File: src/verilog/atfm_pkg.sv
// constants, types and register map of the audio tone frequency meter
// assumes one 125 MHz clock and samples delivered on that clock
// Functional notes
// - a tone cycle boundary is a positive sample followed by a negative one
// - leading fraction is negative magnitude over sum of both magnitudes
// - trailing fraction is positive value over sum of both magnitudes
// - period is leading fraction plus whole intervals plus trailing fraction
// - period in seconds is sample count over the fixed 48000 rate
// - frequency reported is the cycle count over the period in seconds
// - measurement ends once minimum cycles and minimum samples are reached
// - cycles are discarded until amplitude reaches the onset percentage
// - transmission starts only after the onset threshold is reached
// - transmission stops once amplitude drops to the release percentage
// - onset resets to eighty percent, release to sixty percent
// - transmit enable keys on and off abruptly, no envelope shaping
// - transmit is full or off; audio amplitude never scales power
package atfm_pkg;
    localparam int SAMPLE_RATE = 48000;
    localparam int FULL_SCALE  = 32767;
    localparam int FRAC_BITS   = 16;
    localparam int DIV_W       = 64;
    localparam int SMP_W       = 16;
    localparam int FIFO_DEPTH  = 8;
    // register byte offsets
    localparam logic [4:0] REG_CTRL    = 5'h00;
    localparam logic [4:0] REG_MINCYC  = 5'h04;
    localparam logic [4:0] REG_MINSMP  = 5'h08;
    localparam logic [4:0] REG_STATUS  = 5'h0C;
    localparam logic [4:0] REG_FREQ    = 5'h10;
    localparam logic [4:0] REG_COUNT   = 5'h14;
    // field positions
    localparam int CTRL_ONSET_LSB = 0;
    localparam int CTRL_REL_LSB   = 8;
    localparam int ST_TX_BIT      = 0;
    localparam int ST_MEAS_BIT    = 1;
    localparam int ST_BUSY_BIT    = 2;
    // reset values
    localparam logic [6:0]  ONSET_RST  = 7'h50;
    localparam logic [6:0]  REL_RST    = 7'h3C;
    localparam logic [15:0] MINCYC_RST = 16'h0001;
    localparam logic [15:0] MINSMP_RST = 16'h01E0;
    localparam logic [16:0] FRAC_ONE   = 17'h10000;

    typedef enum logic [1:0] {
        ATFM_IDLE = 2'b00,
        ATFM_FRAC = 2'b01,
        ATFM_FREQ = 2'b10
    } atfm_state_t;

    typedef struct packed {
        logic        valid;
        logic [31:0] freq;
    } atfm_result_t;

    typedef struct packed {
        atfm_state_t fsm;
        logic        waitReq;
        logic [31:0] rdata;
        logic [6:0]  onPct;
        logic [6:0]  relPct;
        logic [15:0] minCyc;
        logic [15:0] minSmp;
        logic        prevPos;
        logic [15:0] prevVal;
        logic        armed;
        logic        meas;
        logic [16:0] peak;
        logic [15:0] cycles;
        logic [15:0] cnt;
        logic [16:0] lead;
        logic [16:0] nextLead;
        logic        divStart;
        logic [63:0] divA;
        logic [63:0] divB;
        atfm_result_t res;
        logic [31:0] nRes;
    } atfm_top_st_t;
endpackage

File: src/verilog/atfm_fifo.sv
// sample FIFO with valid and ready on both sides
// assumes both sides on clk_sys; flags are registered
`timescale 1ns/1ns
`default_nettype none
module atfm_fifo #(
    parameter int W     = 16,
    parameter int DEPTH = 8
) (
    // clock and reset
    input  wire logic         clk_sys,
    input  wire logic         resetn,
    // fill side
    input  wire logic         inValid,
    input  wire logic [W-1:0] inData,
    output logic              inReady,
    // drain side
    output logic              outValid,
    output logic [W-1:0]      outData,
    input  wire logic         outReady
);
    localparam int AW = $clog2(DEPTH);
    typedef struct packed {
        logic [DEPTH-1:0][W-1:0] mem;
        logic [AW-1:0]           wp;
        logic [AW-1:0]           rp;
        logic [AW:0]             cnt;
        logic                    full;
        logic                    empty;
    } atfm_fifo_st_t;
    atfm_fifo_st_t s_q;
    atfm_fifo_st_t s_d;
    logic push;
    logic pop;

    // next state: push and pop may happen together
    always_comb begin
        s_d  = s_q;
        push = inValid && !s_q.full;
        pop  = outReady && !s_q.empty;
        if (push) begin
            s_d.mem[s_q.wp] = inData;
            s_d.wp          = AW'(s_q.wp + 1'b1);
        end
        if (pop) begin
            s_d.rp = AW'(s_q.rp + 1'b1);
        end
        s_d.cnt   = (AW+1)'(s_q.cnt + push - pop);
        s_d.full  = (s_d.cnt == (AW+1)'(DEPTH));
        s_d.empty = (s_d.cnt == '0);
    end

    // state register
    always_ff @(posedge clk_sys or negedge resetn) begin
        if (!resetn) begin
            s_q       <= '0;
            s_q.empty <= 1'b1;
        end else begin
            s_q <= s_d;
        end
    end

    assign inReady  = !s_q.full;
    assign outValid = !s_q.empty;
    assign outData  = s_q.mem[s_q.rp];
endmodule
`default_nettype wire

File: src/verilog/atfm_div.sv
// iterative restoring divider, one quotient bit per clock
// assumes start is a pulse; a start while busy is ignored
`timescale 1ns/1ns
`default_nettype none
module atfm_div #(
    parameter int W = 64
) (
    // clock and reset
    input  wire logic         clk_sys,
    input  wire logic         resetn,
    // request
    input  wire logic         start,
    input  wire logic [W-1:0] dividend,
    input  wire logic [W-1:0] divisor,
    // answer
    output logic              done,
    output logic [W-1:0]      quot,
    output logic [W-1:0]      rem
);
    localparam int CW = $clog2(W) + 1;
    typedef struct packed {
        logic          busy;
        logic          done;
        logic [CW-1:0] cnt;
        logic [W-1:0]  q;
        logic [W:0]    r;
        logic [W-1:0]  d;
    } atfm_div_st_t;
    atfm_div_st_t s_q;
    atfm_div_st_t s_d;
    logic [W:0]   rs;

    // shift one dividend bit into the remainder, subtract when it fits
    always_comb begin
        s_d      = s_q;
        s_d.done = 1'b0;
        rs       = {s_q.r[W-1:0], s_q.q[W-1]};
        if (!s_q.busy && start) begin
            s_d.busy = 1'b1;
            s_d.cnt  = CW'(W);
            s_d.q    = dividend;
            s_d.r    = '0;
            s_d.d    = divisor;
        end else if (s_q.busy) begin
            s_d.q = {s_q.q[W-2:0], 1'b0};
            if (rs >= {1'b0, s_q.d}) begin
                s_d.r    = rs - {1'b0, s_q.d};
                s_d.q[0] = 1'b1;
            end else begin
                s_d.r = rs;
            end
            s_d.cnt = CW'(s_q.cnt - 1'b1);
            if (s_q.cnt == CW'(1)) begin
                s_d.busy = 1'b0;
                s_d.done = 1'b1;
            end
        end
    end

    // state register
    always_ff @(posedge clk_sys or negedge resetn) begin
        if (!resetn) begin
            s_q <= '0;
        end else begin
            s_q <= s_d;
        end
    end

    assign done = s_q.done;
    assign quot = s_q.q;
    assign rem  = s_q.r[W-1:0];
endmodule
`default_nettype wire

File: src/verilog/atfm_meter.sv
// tone frequency meter: zero-crossing period measurement and tx keying
// assumes samples arrive on clk_sys from the USB audio path, Avalon-MM host
//
// The Avalon-MM register port and the register offsets were left to the implementer.
`timescale 1ns/1ns
`default_nettype none
module atfm_meter
    import atfm_pkg::*;
(
    // clock and reset
    input  wire logic               clk_sys,
    input  wire logic               resetn,
    // Avalon-MM slave
    input  wire logic [4:0]         avs_address,
    input  wire logic               avs_read,
    input  wire logic               avs_write,
    input  wire logic [31:0]        avs_writedata,
    output logic [31:0]             avs_readdata,
    output logic                    avs_waitrequest,
    // sample stream in
    input  wire logic               smpValid,
    input  wire logic [SMP_W-1:0]   smpData,
    output logic                    smpReady,
    // results
    output atfm_result_t            result,
    output logic                    txEnable
);
    atfm_top_st_t s_q;
    atfm_top_st_t s_d;

    logic               fifoValid;
    logic [SMP_W-1:0]   fifoData;
    logic               pop;
    logic               divDone;
    logic [DIV_W-1:0]   divQ;
    logic [DIV_W-1:0]   divRem;
    logic [16:0]        absV;
    logic               isNeg;
    logic               crossing;
    logic               onsetHit;
    logic               relLow;
    logic [15:0]        cyc1;
    logic [16:0]        trail;
    logic [16:0]        newLead;
    logic [63:0]        periodSum;
    logic [31:0]        readMux;

    // sample buffer; back-pressure reaches the host via smpReady
    atfm_fifo #(.W(SMP_W), .DEPTH(FIFO_DEPTH)) u_fifo (
        .clk_sys  (clk_sys),
        .resetn   (resetn),
        .inValid  (smpValid),
        .inData   (smpData),
        .inReady  (smpReady),
        .outValid (fifoValid),
        .outData  (fifoData),
        .outReady (pop)
    );

    // shared divider for fractions and the final reciprocal
    atfm_div #(.W(DIV_W)) u_div (
        .clk_sys  (clk_sys),
        .resetn   (resetn),
        .start    (s_q.divStart),
        .dividend (s_q.divA),
        .divisor  (s_q.divB),
        .done     (divDone),
        .quot     (divQ),
        .rem      (divRem)
    );

    // sample magnitude and threshold tests
    always_comb begin
        isNeg    = fifoData[SMP_W-1];
        absV     = isNeg ? 17'(~{1'b1, fifoData} + 17'h00001)
                         : {1'b0, fifoData};
        crossing = s_q.prevPos && isNeg;
        onsetHit = (32'(absV) * 32'd100)
                   >= (32'(s_q.onPct) * 32'(FULL_SCALE));
        relLow   = (32'(s_q.peak) * 32'd100)
                   <= (32'(s_q.relPct) * 32'(FULL_SCALE));
    end

    // fraction and period arithmetic
    always_comb begin
        cyc1      = 16'(s_q.cycles + 1'b1);
        trail     = divQ[16:0];
        newLead   = 17'(FRAC_ONE - trail - 17'(divRem != '0));
        periodSum = 64'(s_q.lead)
                  + (64'(16'(s_q.cnt - 1'b1)) << FRAC_BITS)
                  + 64'(trail);
    end

    // register read data
    always_comb begin
        case (avs_address)
            REG_CTRL:   readMux = 32'({s_q.relPct, 1'b0, s_q.onPct});
            REG_MINCYC: readMux = 32'(s_q.minCyc);
            REG_MINSMP: readMux = 32'(s_q.minSmp);
            REG_STATUS: readMux = 32'({s_q.fsm != ATFM_IDLE,
                                       s_q.meas, s_q.res.valid | s_q.armed
                                       & 1'b1}) & 32'h00000007;
            REG_FREQ:   readMux = s_q.res.freq;
            REG_COUNT:  readMux = s_q.nRes;
            default:    readMux = 32'h00000000;
        endcase
    end

    // next state: bus slave and sample measurement engine
    always_comb begin
        s_d           = s_q;
        s_d.divStart  = 1'b0;
        s_d.res.valid = 1'b0;
        pop           = 1'b0;
        // one wait cycle, then answer for one cycle
        if ((avs_read || avs_write) && s_q.waitReq) begin
            s_d.waitReq = 1'b0;
            s_d.rdata   = readMux;
        end else begin
            s_d.waitReq = 1'b1;
        end
        if (avs_write && !s_q.waitReq) begin
            case (avs_address)
                REG_CTRL: begin
                    s_d.onPct  = avs_writedata[CTRL_ONSET_LSB +: 7];
                    s_d.relPct = avs_writedata[CTRL_REL_LSB +: 7];
                end
                REG_MINCYC: s_d.minCyc = avs_writedata[15:0];
                REG_MINSMP: s_d.minSmp = avs_writedata[15:0];
                default: ;
            endcase
        end
        case (s_q.fsm)
            ATFM_IDLE: begin
                if (fifoValid) begin
                    pop = 1'b1;
                    if (!s_q.armed && onsetHit) begin
                        s_d.armed = 1'b1;
                    end
                    s_d.peak = (absV > s_q.peak) ? absV : s_q.peak;
                    if (s_q.meas && s_q.cnt != 16'hFFFF) begin
                        s_d.cnt = 16'(s_q.cnt + 1'b1);
                    end
                    if (crossing) begin
                        s_d.peak = absV;
                        if (s_q.armed && relLow) begin
                            s_d.armed = 1'b0;
                            s_d.meas  = 1'b0;
                        end else if (s_q.armed) begin
                            // trailing fraction first; leading follows
                            s_d.divA     = 64'(s_q.prevVal) << FRAC_BITS;
                            s_d.divB     = 64'(s_q.prevVal) + 64'(absV);
                            s_d.divStart = 1'b1;
                            s_d.fsm      = ATFM_FRAC;
                        end
                    end
                    s_d.prevPos = !isNeg && (fifoData != '0);
                    s_d.prevVal = fifoData;
                end
            end
            ATFM_FRAC: begin
                if (divDone) begin
                    if (!s_q.meas) begin
                        s_d.meas   = 1'b1;
                        s_d.lead   = newLead;
                        s_d.cnt    = 16'h0000;
                        s_d.cycles = 16'h0000;
                        s_d.fsm    = ATFM_IDLE;
                    end else if (cyc1 >= s_q.minCyc
                                 && s_q.cnt >= s_q.minSmp) begin
                        // frequency = cycles * rate / period, Q16.16
                        s_d.divA     = (64'(cyc1) * 64'(SAMPLE_RATE))
                                       << 32;
                        s_d.divB     = periodSum;
                        s_d.divStart = 1'b1;
                        s_d.cycles   = cyc1;
                        s_d.nextLead = newLead;
                        s_d.fsm      = ATFM_FREQ;
                    end else begin
                        s_d.cycles = cyc1;
                        s_d.fsm    = ATFM_IDLE;
                    end
                end
            end
            ATFM_FREQ: begin
                if (divDone) begin
                    s_d.res.freq  = divQ[31:0];
                    s_d.res.valid = 1'b1;
                    s_d.nRes      = 32'(s_q.nRes + 1'b1);
                    s_d.lead      = s_q.nextLead;
                    s_d.cnt       = 16'h0000;
                    s_d.cycles    = 16'h0000;
                    s_d.fsm       = ATFM_IDLE;
                end
            end
            default: s_d.fsm = ATFM_IDLE;
        endcase
    end

    // state register; thresholds and averaging limits reset to defaults
    always_ff @(posedge clk_sys or negedge resetn) begin
        if (!resetn) begin
            s_q         <= '0;
            s_q.waitReq <= 1'b1;
            s_q.onPct   <= ONSET_RST;
            s_q.relPct  <= REL_RST;
            s_q.minCyc  <= MINCYC_RST;
            s_q.minSmp  <= MINSMP_RST;
        end else begin
            s_q <= s_d;
        end
    end

    // outputs; transmit enable is one bit, no ramp and no level
    assign avs_readdata    = s_q.rdata;
    assign avs_waitrequest = s_q.waitReq;
    assign result          = s_q.res;
    assign txEnable        = s_q.armed;
endmodule
`default_nettype wire

File: config.mk
export PLATFORM = sky130hd
export DESIGN_NAME = atfm_meter
export DESIGN_NICKNAME = d
export VERILOG_FILES = /design/src/verilog/atfm_pkg.sv /design/src/verilog/atfm_fifo.sv /design/src/verilog/atfm_div.sv /design/src/verilog/atfm_meter.sv
export SDC_FILE = /design/constraint.sdc
export NUM_CORES = 2
export LEC_CHECK = 0
export ABC_CLOCK_PERIOD_IN_PS = 8800
export BUFFER_PORTS_ARGS = -buffer_cell sky130_fd_sc_hd__buf_2
export CORE_MARGIN = 2
export CORE_UTILIZATION = 40
export DETAILED_ROUTE_END_ITERATION = 16
export PLACE_DENSITY_LB_ADDON = 0.3
export SYNTH_ARGS = -nofsm -noshare
export SYNTH_HDL_FRONTEND = slang
export SYNTH_SLANG_ARGS = --single-unit
File: constraint.sdc
create_clock -name clk_sys -period 8.8 [get_ports clk_sys]
set_clock_uncertainty 0.15 [all_clocks]
set_input_delay 1.76 -clock clk_sys [delete_from_list [all_inputs] [get_ports clk_sys]]
set_output_delay 1.76 -clock clk_sys [all_outputs]
set_load 0.05 [all_outputs]
* Word level (Yosys, flattened, before mapping)
Cells that the tools add are included.
** Word-level totals
- Register bits :: 718
- Output and inout port bits :: 68
- Bits of input ports :: 58
** Cells by class
- Eq/ne operators :: 21
- Multipliers :: 5
- Reduce and logical (&&, ||, !) cells :: 43
- Order comparisons :: 9
- Multiplexer cells :: 51
- Bitwise gates (word level) :: 3
- Add/subtract/negate cells :: 16
** Operators by type and width (count)
- $mux 129 :: 4
- $mux 146 :: 2
- $pmux 129 s2 :: 1
- $mux 195 :: 1
- $mux 65 :: 3
- $pmux 32 s6 :: 1
- $mux 138 :: 1
- $mux 136 :: 1
- $bwmux 128 :: 1
- $mux 16 :: 5
- $ge 65x64->1 :: 1
- $sub 65x64->65 :: 1
- $reduce_bool 64->1 :: 1
- $mux 49 :: 1
- $bmux 16 s3 :: 1
- $demux 16 s3 :: 1
- $pmux 16 s3 :: 1
- $mul 17x5->22 const B :: 2
- $mul 7x15->22 const B :: 2
- $add 33x17->34 :: 1
- $mux 17 :: 2
- $pmux 17 s2 :: 1
- $add 17x32->33 :: 1
- $mux 33 :: 1
- 53 further kinds :: 111

* Depth between registers and ports, before layout
- Depth in word-level cells :: 13
- Depth in mapped cells :: 30
- Gate-level depth less buffers :: 28

* By module
A second synthesis with hierarchy kept.
** Second synthesis, totals
- Cells, all modules :: 5088
- Area, all modules :: 48914.4 µm²
** By module, submodules not included
- atfm_meter :: area each 29122.9 µm², sequential area each 8097.8 µm², cells each 3143, times used 1
- atfm_div :: area each 13289.0 µm², sequential area each 5029.8 µm², cells each 1560, times used 1
- atfm_fifo :: area each 6502.5 µm², sequential area each 3504.6 µm², cells each 385, times used 1

* Least setup slack after synthesis
OpenSTA, ideal clock, no wires.
- Kind :: flip-flop to flip-flop
- Start point :: register s_q[333] (netlist name)
- End point :: register s_q[97] (netlist name)
- Path buffers :: 2
- Stages on the path, launching flop included :: 28
- Slack :: 1.842 ns
- Data arrival time :: 6.712 ns
- Cells stage by stage :: dfstp_2 fa_1 inv_1 fa_1 fa_1 fa_1 inv_1 ha_1 inv_1 a21oi_1 o21ai_0 a21oi_1 o41ai_1 o21ai_0 o41ai_1 xor2_1 ha_1 nand4_1 or2_2 nor4b_1 o22ai_1 nor2_1 nand4_1 o221ai_1 clkbuf_1 buf_1 nand2_1 o31ai_1
** On the way
- Cells in the longest elaborated chain, start to end :: 5
** RTL lines
- from (decl) :: line atfm_meter.sv:28 : atfm_top_st_t s_q;
- $mul 7x15->22 :: line atfm_meter.sv:81 : <= (32'(s_q.relPct) * 32'(FULL_SCALE));
- $le 24x22->1 :: line atfm_meter.sv:81
- $logic_and 1x1->1 :: line atfm_meter.sv:146 : if (s_q.armed && relLow) begin
- $ne 2x2->1 (no line)
- $reduce_and 8->1 (no line)
Every way passes these cells.
A chain may end at the register's enable or synchronous reset.

* Worst setup path after layout
- Start point :: register s_q[333] (netlist name)
- End point :: register s_q[80] (netlist name)
The elaborated chain is that of the path after synthesis.

==> flow_summary.yaml <==
clocking:
  cts_tree: "built"
  ctsHoldBuffers: 0
  cts_htree_levels: 3
  cts-resized-gates: 0
  clkLatencyLatePin_ns: 0.66
  clock-root-buffer: "clkbuf_16"
  cts_buffers: 76
  clkSlewWorstSetupHoldPaths_ns: 0.06
  cts.sinks: 633
  cts_setup_buffers: 0
  cts.path.max_buffers: 3
global_routing:
  grt_use_total_pct: 20.27
  grt_max_degree: 170
  grt_pass1_vias: 33030
  grt_antenna_before_repair: 9
  grt_overflow: 0
  grt_pass1_wl_mm: 187.5
synth:
  synthArstFlopShare_pct: 100.0
  syn_avg_cell_area_um2: 9.522
  synth-edff-count: 0
  synthesis.area_um2: 45360
  ys_types: 89
  synth-seq-cells: 633
  yosys_warnings: 0
  synthFlopType: "dfrtp_1"
  syn_inst: 4764
  ys_seq_area_share_pct: 34.96
worst_setup_path:
  cp_common_cell: "fa_1"
  rr_worst_depth: 26
  required_ns: 9.21
  crit_fanout: 23
  cp-start-kind: "flip-flop"
  crit_path_end_kind: "flip-flop"
  crit_type: "flip-flop to flip-flop"
  r2r_start: "s_q[333]$_DFFE_PN1P_"
  path_delay_family: "adder cells"
  setup.worst_path.start: "s_q[333]$_DFFE_PN1P_"
  r2r_end: "s_q[80]$_DFFE_PN0P_"
  r2r_slack_ns: 0.64
  crit_arrival_ns: 8.57
  crit_buf_inv: 4
  slowest_delay_ns: 0.82
  slowest_stage: "o221ai_4"
drt:
  finalWirelength_mm: 117.6
  vias: 34040
  wl_per_cell_um: 18.60
  viasPerCell: 5.382
  first_iter_violations: 2342
  ant_nets: 0
  drc: 0
  firstDrtPassIters: 8
finish:
  areaGrowthSynthToFinish_pct: 9.872
  final_common_cell: "dfrtp_1"
  drive_above_1_share_pct: 11.43
  final_cell_mix: "dfrtp_1, nand2_1, inv_1, ha_1, o21ai_0"
  nFillCells: 10740
  nNetsFinal: 5417
timing:
  fmax_mhz: 122.6
  rsz0062_at_grt: "false"
  maxSlewViolCount: 0
  tns_ns: 0
  worst_pin_slew_ns: 1.176
  relSlewSlack_pct: 21.40
  final-hold-violation-count: 0
  setup_viol_count_final: 0
  period_share_pct: 92.69
  fin_crit_ns: 8.157
hold_path:
  whs_endpoint: "u_div.s_q[26]$_DFFE_PN0P_"
  min_path_type: "flip-flop to flip-flop"
  hold_depth: 2
  min_from: "s_q[91]$_DFFE_PN0P_"
floorplanning:
  core-area_um2: 112500
  dieWidth_um: 340.8
  die-area_um2: 116100
  std_cell_rows: 123
  start_util_pct: 40.32
  io_pins: 126
  die_y_um: 340.8
run:
  cap_viol_max_count: 0
placement:
  port_buffers: 109
  globalplace.congestion: 0.8866
  dpl.hpwl_mm: 88.28
status:
  status: "finished, final reports clean"
[synthesized netlist by cell type (23+ instances only)]
master	instances	area share [%]
a21o_1	103	1.7
a21oi_1	203	2.2
a22o_1	35	0.68
a22oi_1	40	0.66
a31oi_1	36	0.50
and3_1	40	0.55
buf_4	67	1.1
clkbuf_1	157	1.3
dfrtp_1	620	34
fa_1	138	6.1
ha_1	460	13
inv_1	482	4.0
mux2_2	166	4.1
mux2i_1	82	1.8
mux4_2	32	1.6
nand2_1	548	4.5
nand2b_1	33	0.46
nand3_1	85	0.94
nand4_1	42	0.58
nor2_1	189	1.6
nor2b_1	40	0.55
nor3_1	58	0.64
nor3b_1	43	0.71
o211ai_1	23	0.38
o21a_1	34	0.56
o21ai_0	401	4.4
xnor2_1	146	2.8
xor2_1	97	1.9
[logic make-up after synthesis]
family	count (synthesis)	share of synthesized area, %
AOI/OAI and AO/OA	1080	14.96
xor gates and xnor gates	243	4.692
adders and majority gates	598	18.78
buffers and inverters	734	6.714
DFF	633	34.96
muxes	281	7.544
other	2	0.01656
and+or+nand+nor	1193	12.34
[worst max-delay path by stage]
stage,slack [ns],depth (start not counted),end
floorplan,1.84,27,s_q[97]$_DFFE_PN0P_
global placement,0.71,26,s_q[80]$_DFFE_PN0P_
detailed placement,0.64,26,s_q[80]$_DFFE_PN0P_
CTS,0.59,26,s_q[80]$_DFFE_PN0P_
global route,0.02,26,s_q[80]$_DFFE_PN0P_
finish,0.64,26,s_q[80]$_DFFE_PN0P_
[per-layer routing]
metal	global-route usage, %	vias to the layer above	share of wire, %
met5	0	-	0.037
met4	5.552	8	2.5
met3	2.880	158	4.9
met2	32.46	662	46
met1	28.67	16710	47
li1	-	16500	-
[through the flow]
step           util [%]  setup slack [ns]  hold slack [ns]  instance area (um2)  cells
2_1_floorplan         -             1.842           0.2886                45370   4766
3_3_place_gp      41.93            0.7133           0.3058                47170   6183
3_5_place_dp      41.93            0.6388           0.3115                47170   6183
4_1_cts           44.30            0.5910           0.3176                49830   6321
5_1_grt           44.30           0.01667           0.3385                49830   6322
6_report          44.30            0.6434           0.3116                49840   6324
[registers in the layout (all words and copies together) (netlist names)]
signal / cells
u_div.quot: 64
result: 33
u_fifo.s_q: 140
u_div.s_q: 41
s_q: 256
avs_waitrequest: 1
txEnable: 1
u_div.rem: 64
u_div.done: 1
avs_readdata: 32
[area by class of cell]
type / instances / area (um2) / share of cell area [%]
sequential: 633 / 15870 / 31.83
inverter: 483 / 1813 / 3.638
tap: 1500 / 1877 / 3.766
clock buffer: 101 / 2117 / 4.248
antenna: 3 / 7.507 / 0.01506
clock inverter: 37 / 546.8 / 1.097
multi-input combinational: 3399 / 26560 / 53.30
timing repair buffer: 168 / 1049 / 2.104
[worst reg2reg max path, stage by stage (launching register included)]
cell      delay, ns
dfstp_2        0.62
fa_1           0.50
inv_1          0.23
fa_1           0.48
fa_1           0.50
fa_1           0.52
inv_1          0.04
ha_1           0.29
inv_1          0.09
a21oi_1        0.05
o21ai_0        0.23
a21oi_1        0.12
o41ai_1        0.40
o21ai_0        0.28
o41ai_1        0.36
xor2_1         0.14
ha_1           0.32
nand4_1        0.06
or2_2          0.29
nor4b_1        0.44
a211oi_1       0.12
nor2_1         0.27
nand4_1        0.19
o221ai_4       0.82
buf_4          0.30
a21oi_1        0.05
a22oi_1        0.16
Power is not shown: default switching activity piles up to over one toggle a cycle in this logic, so the estimate is an artifact.
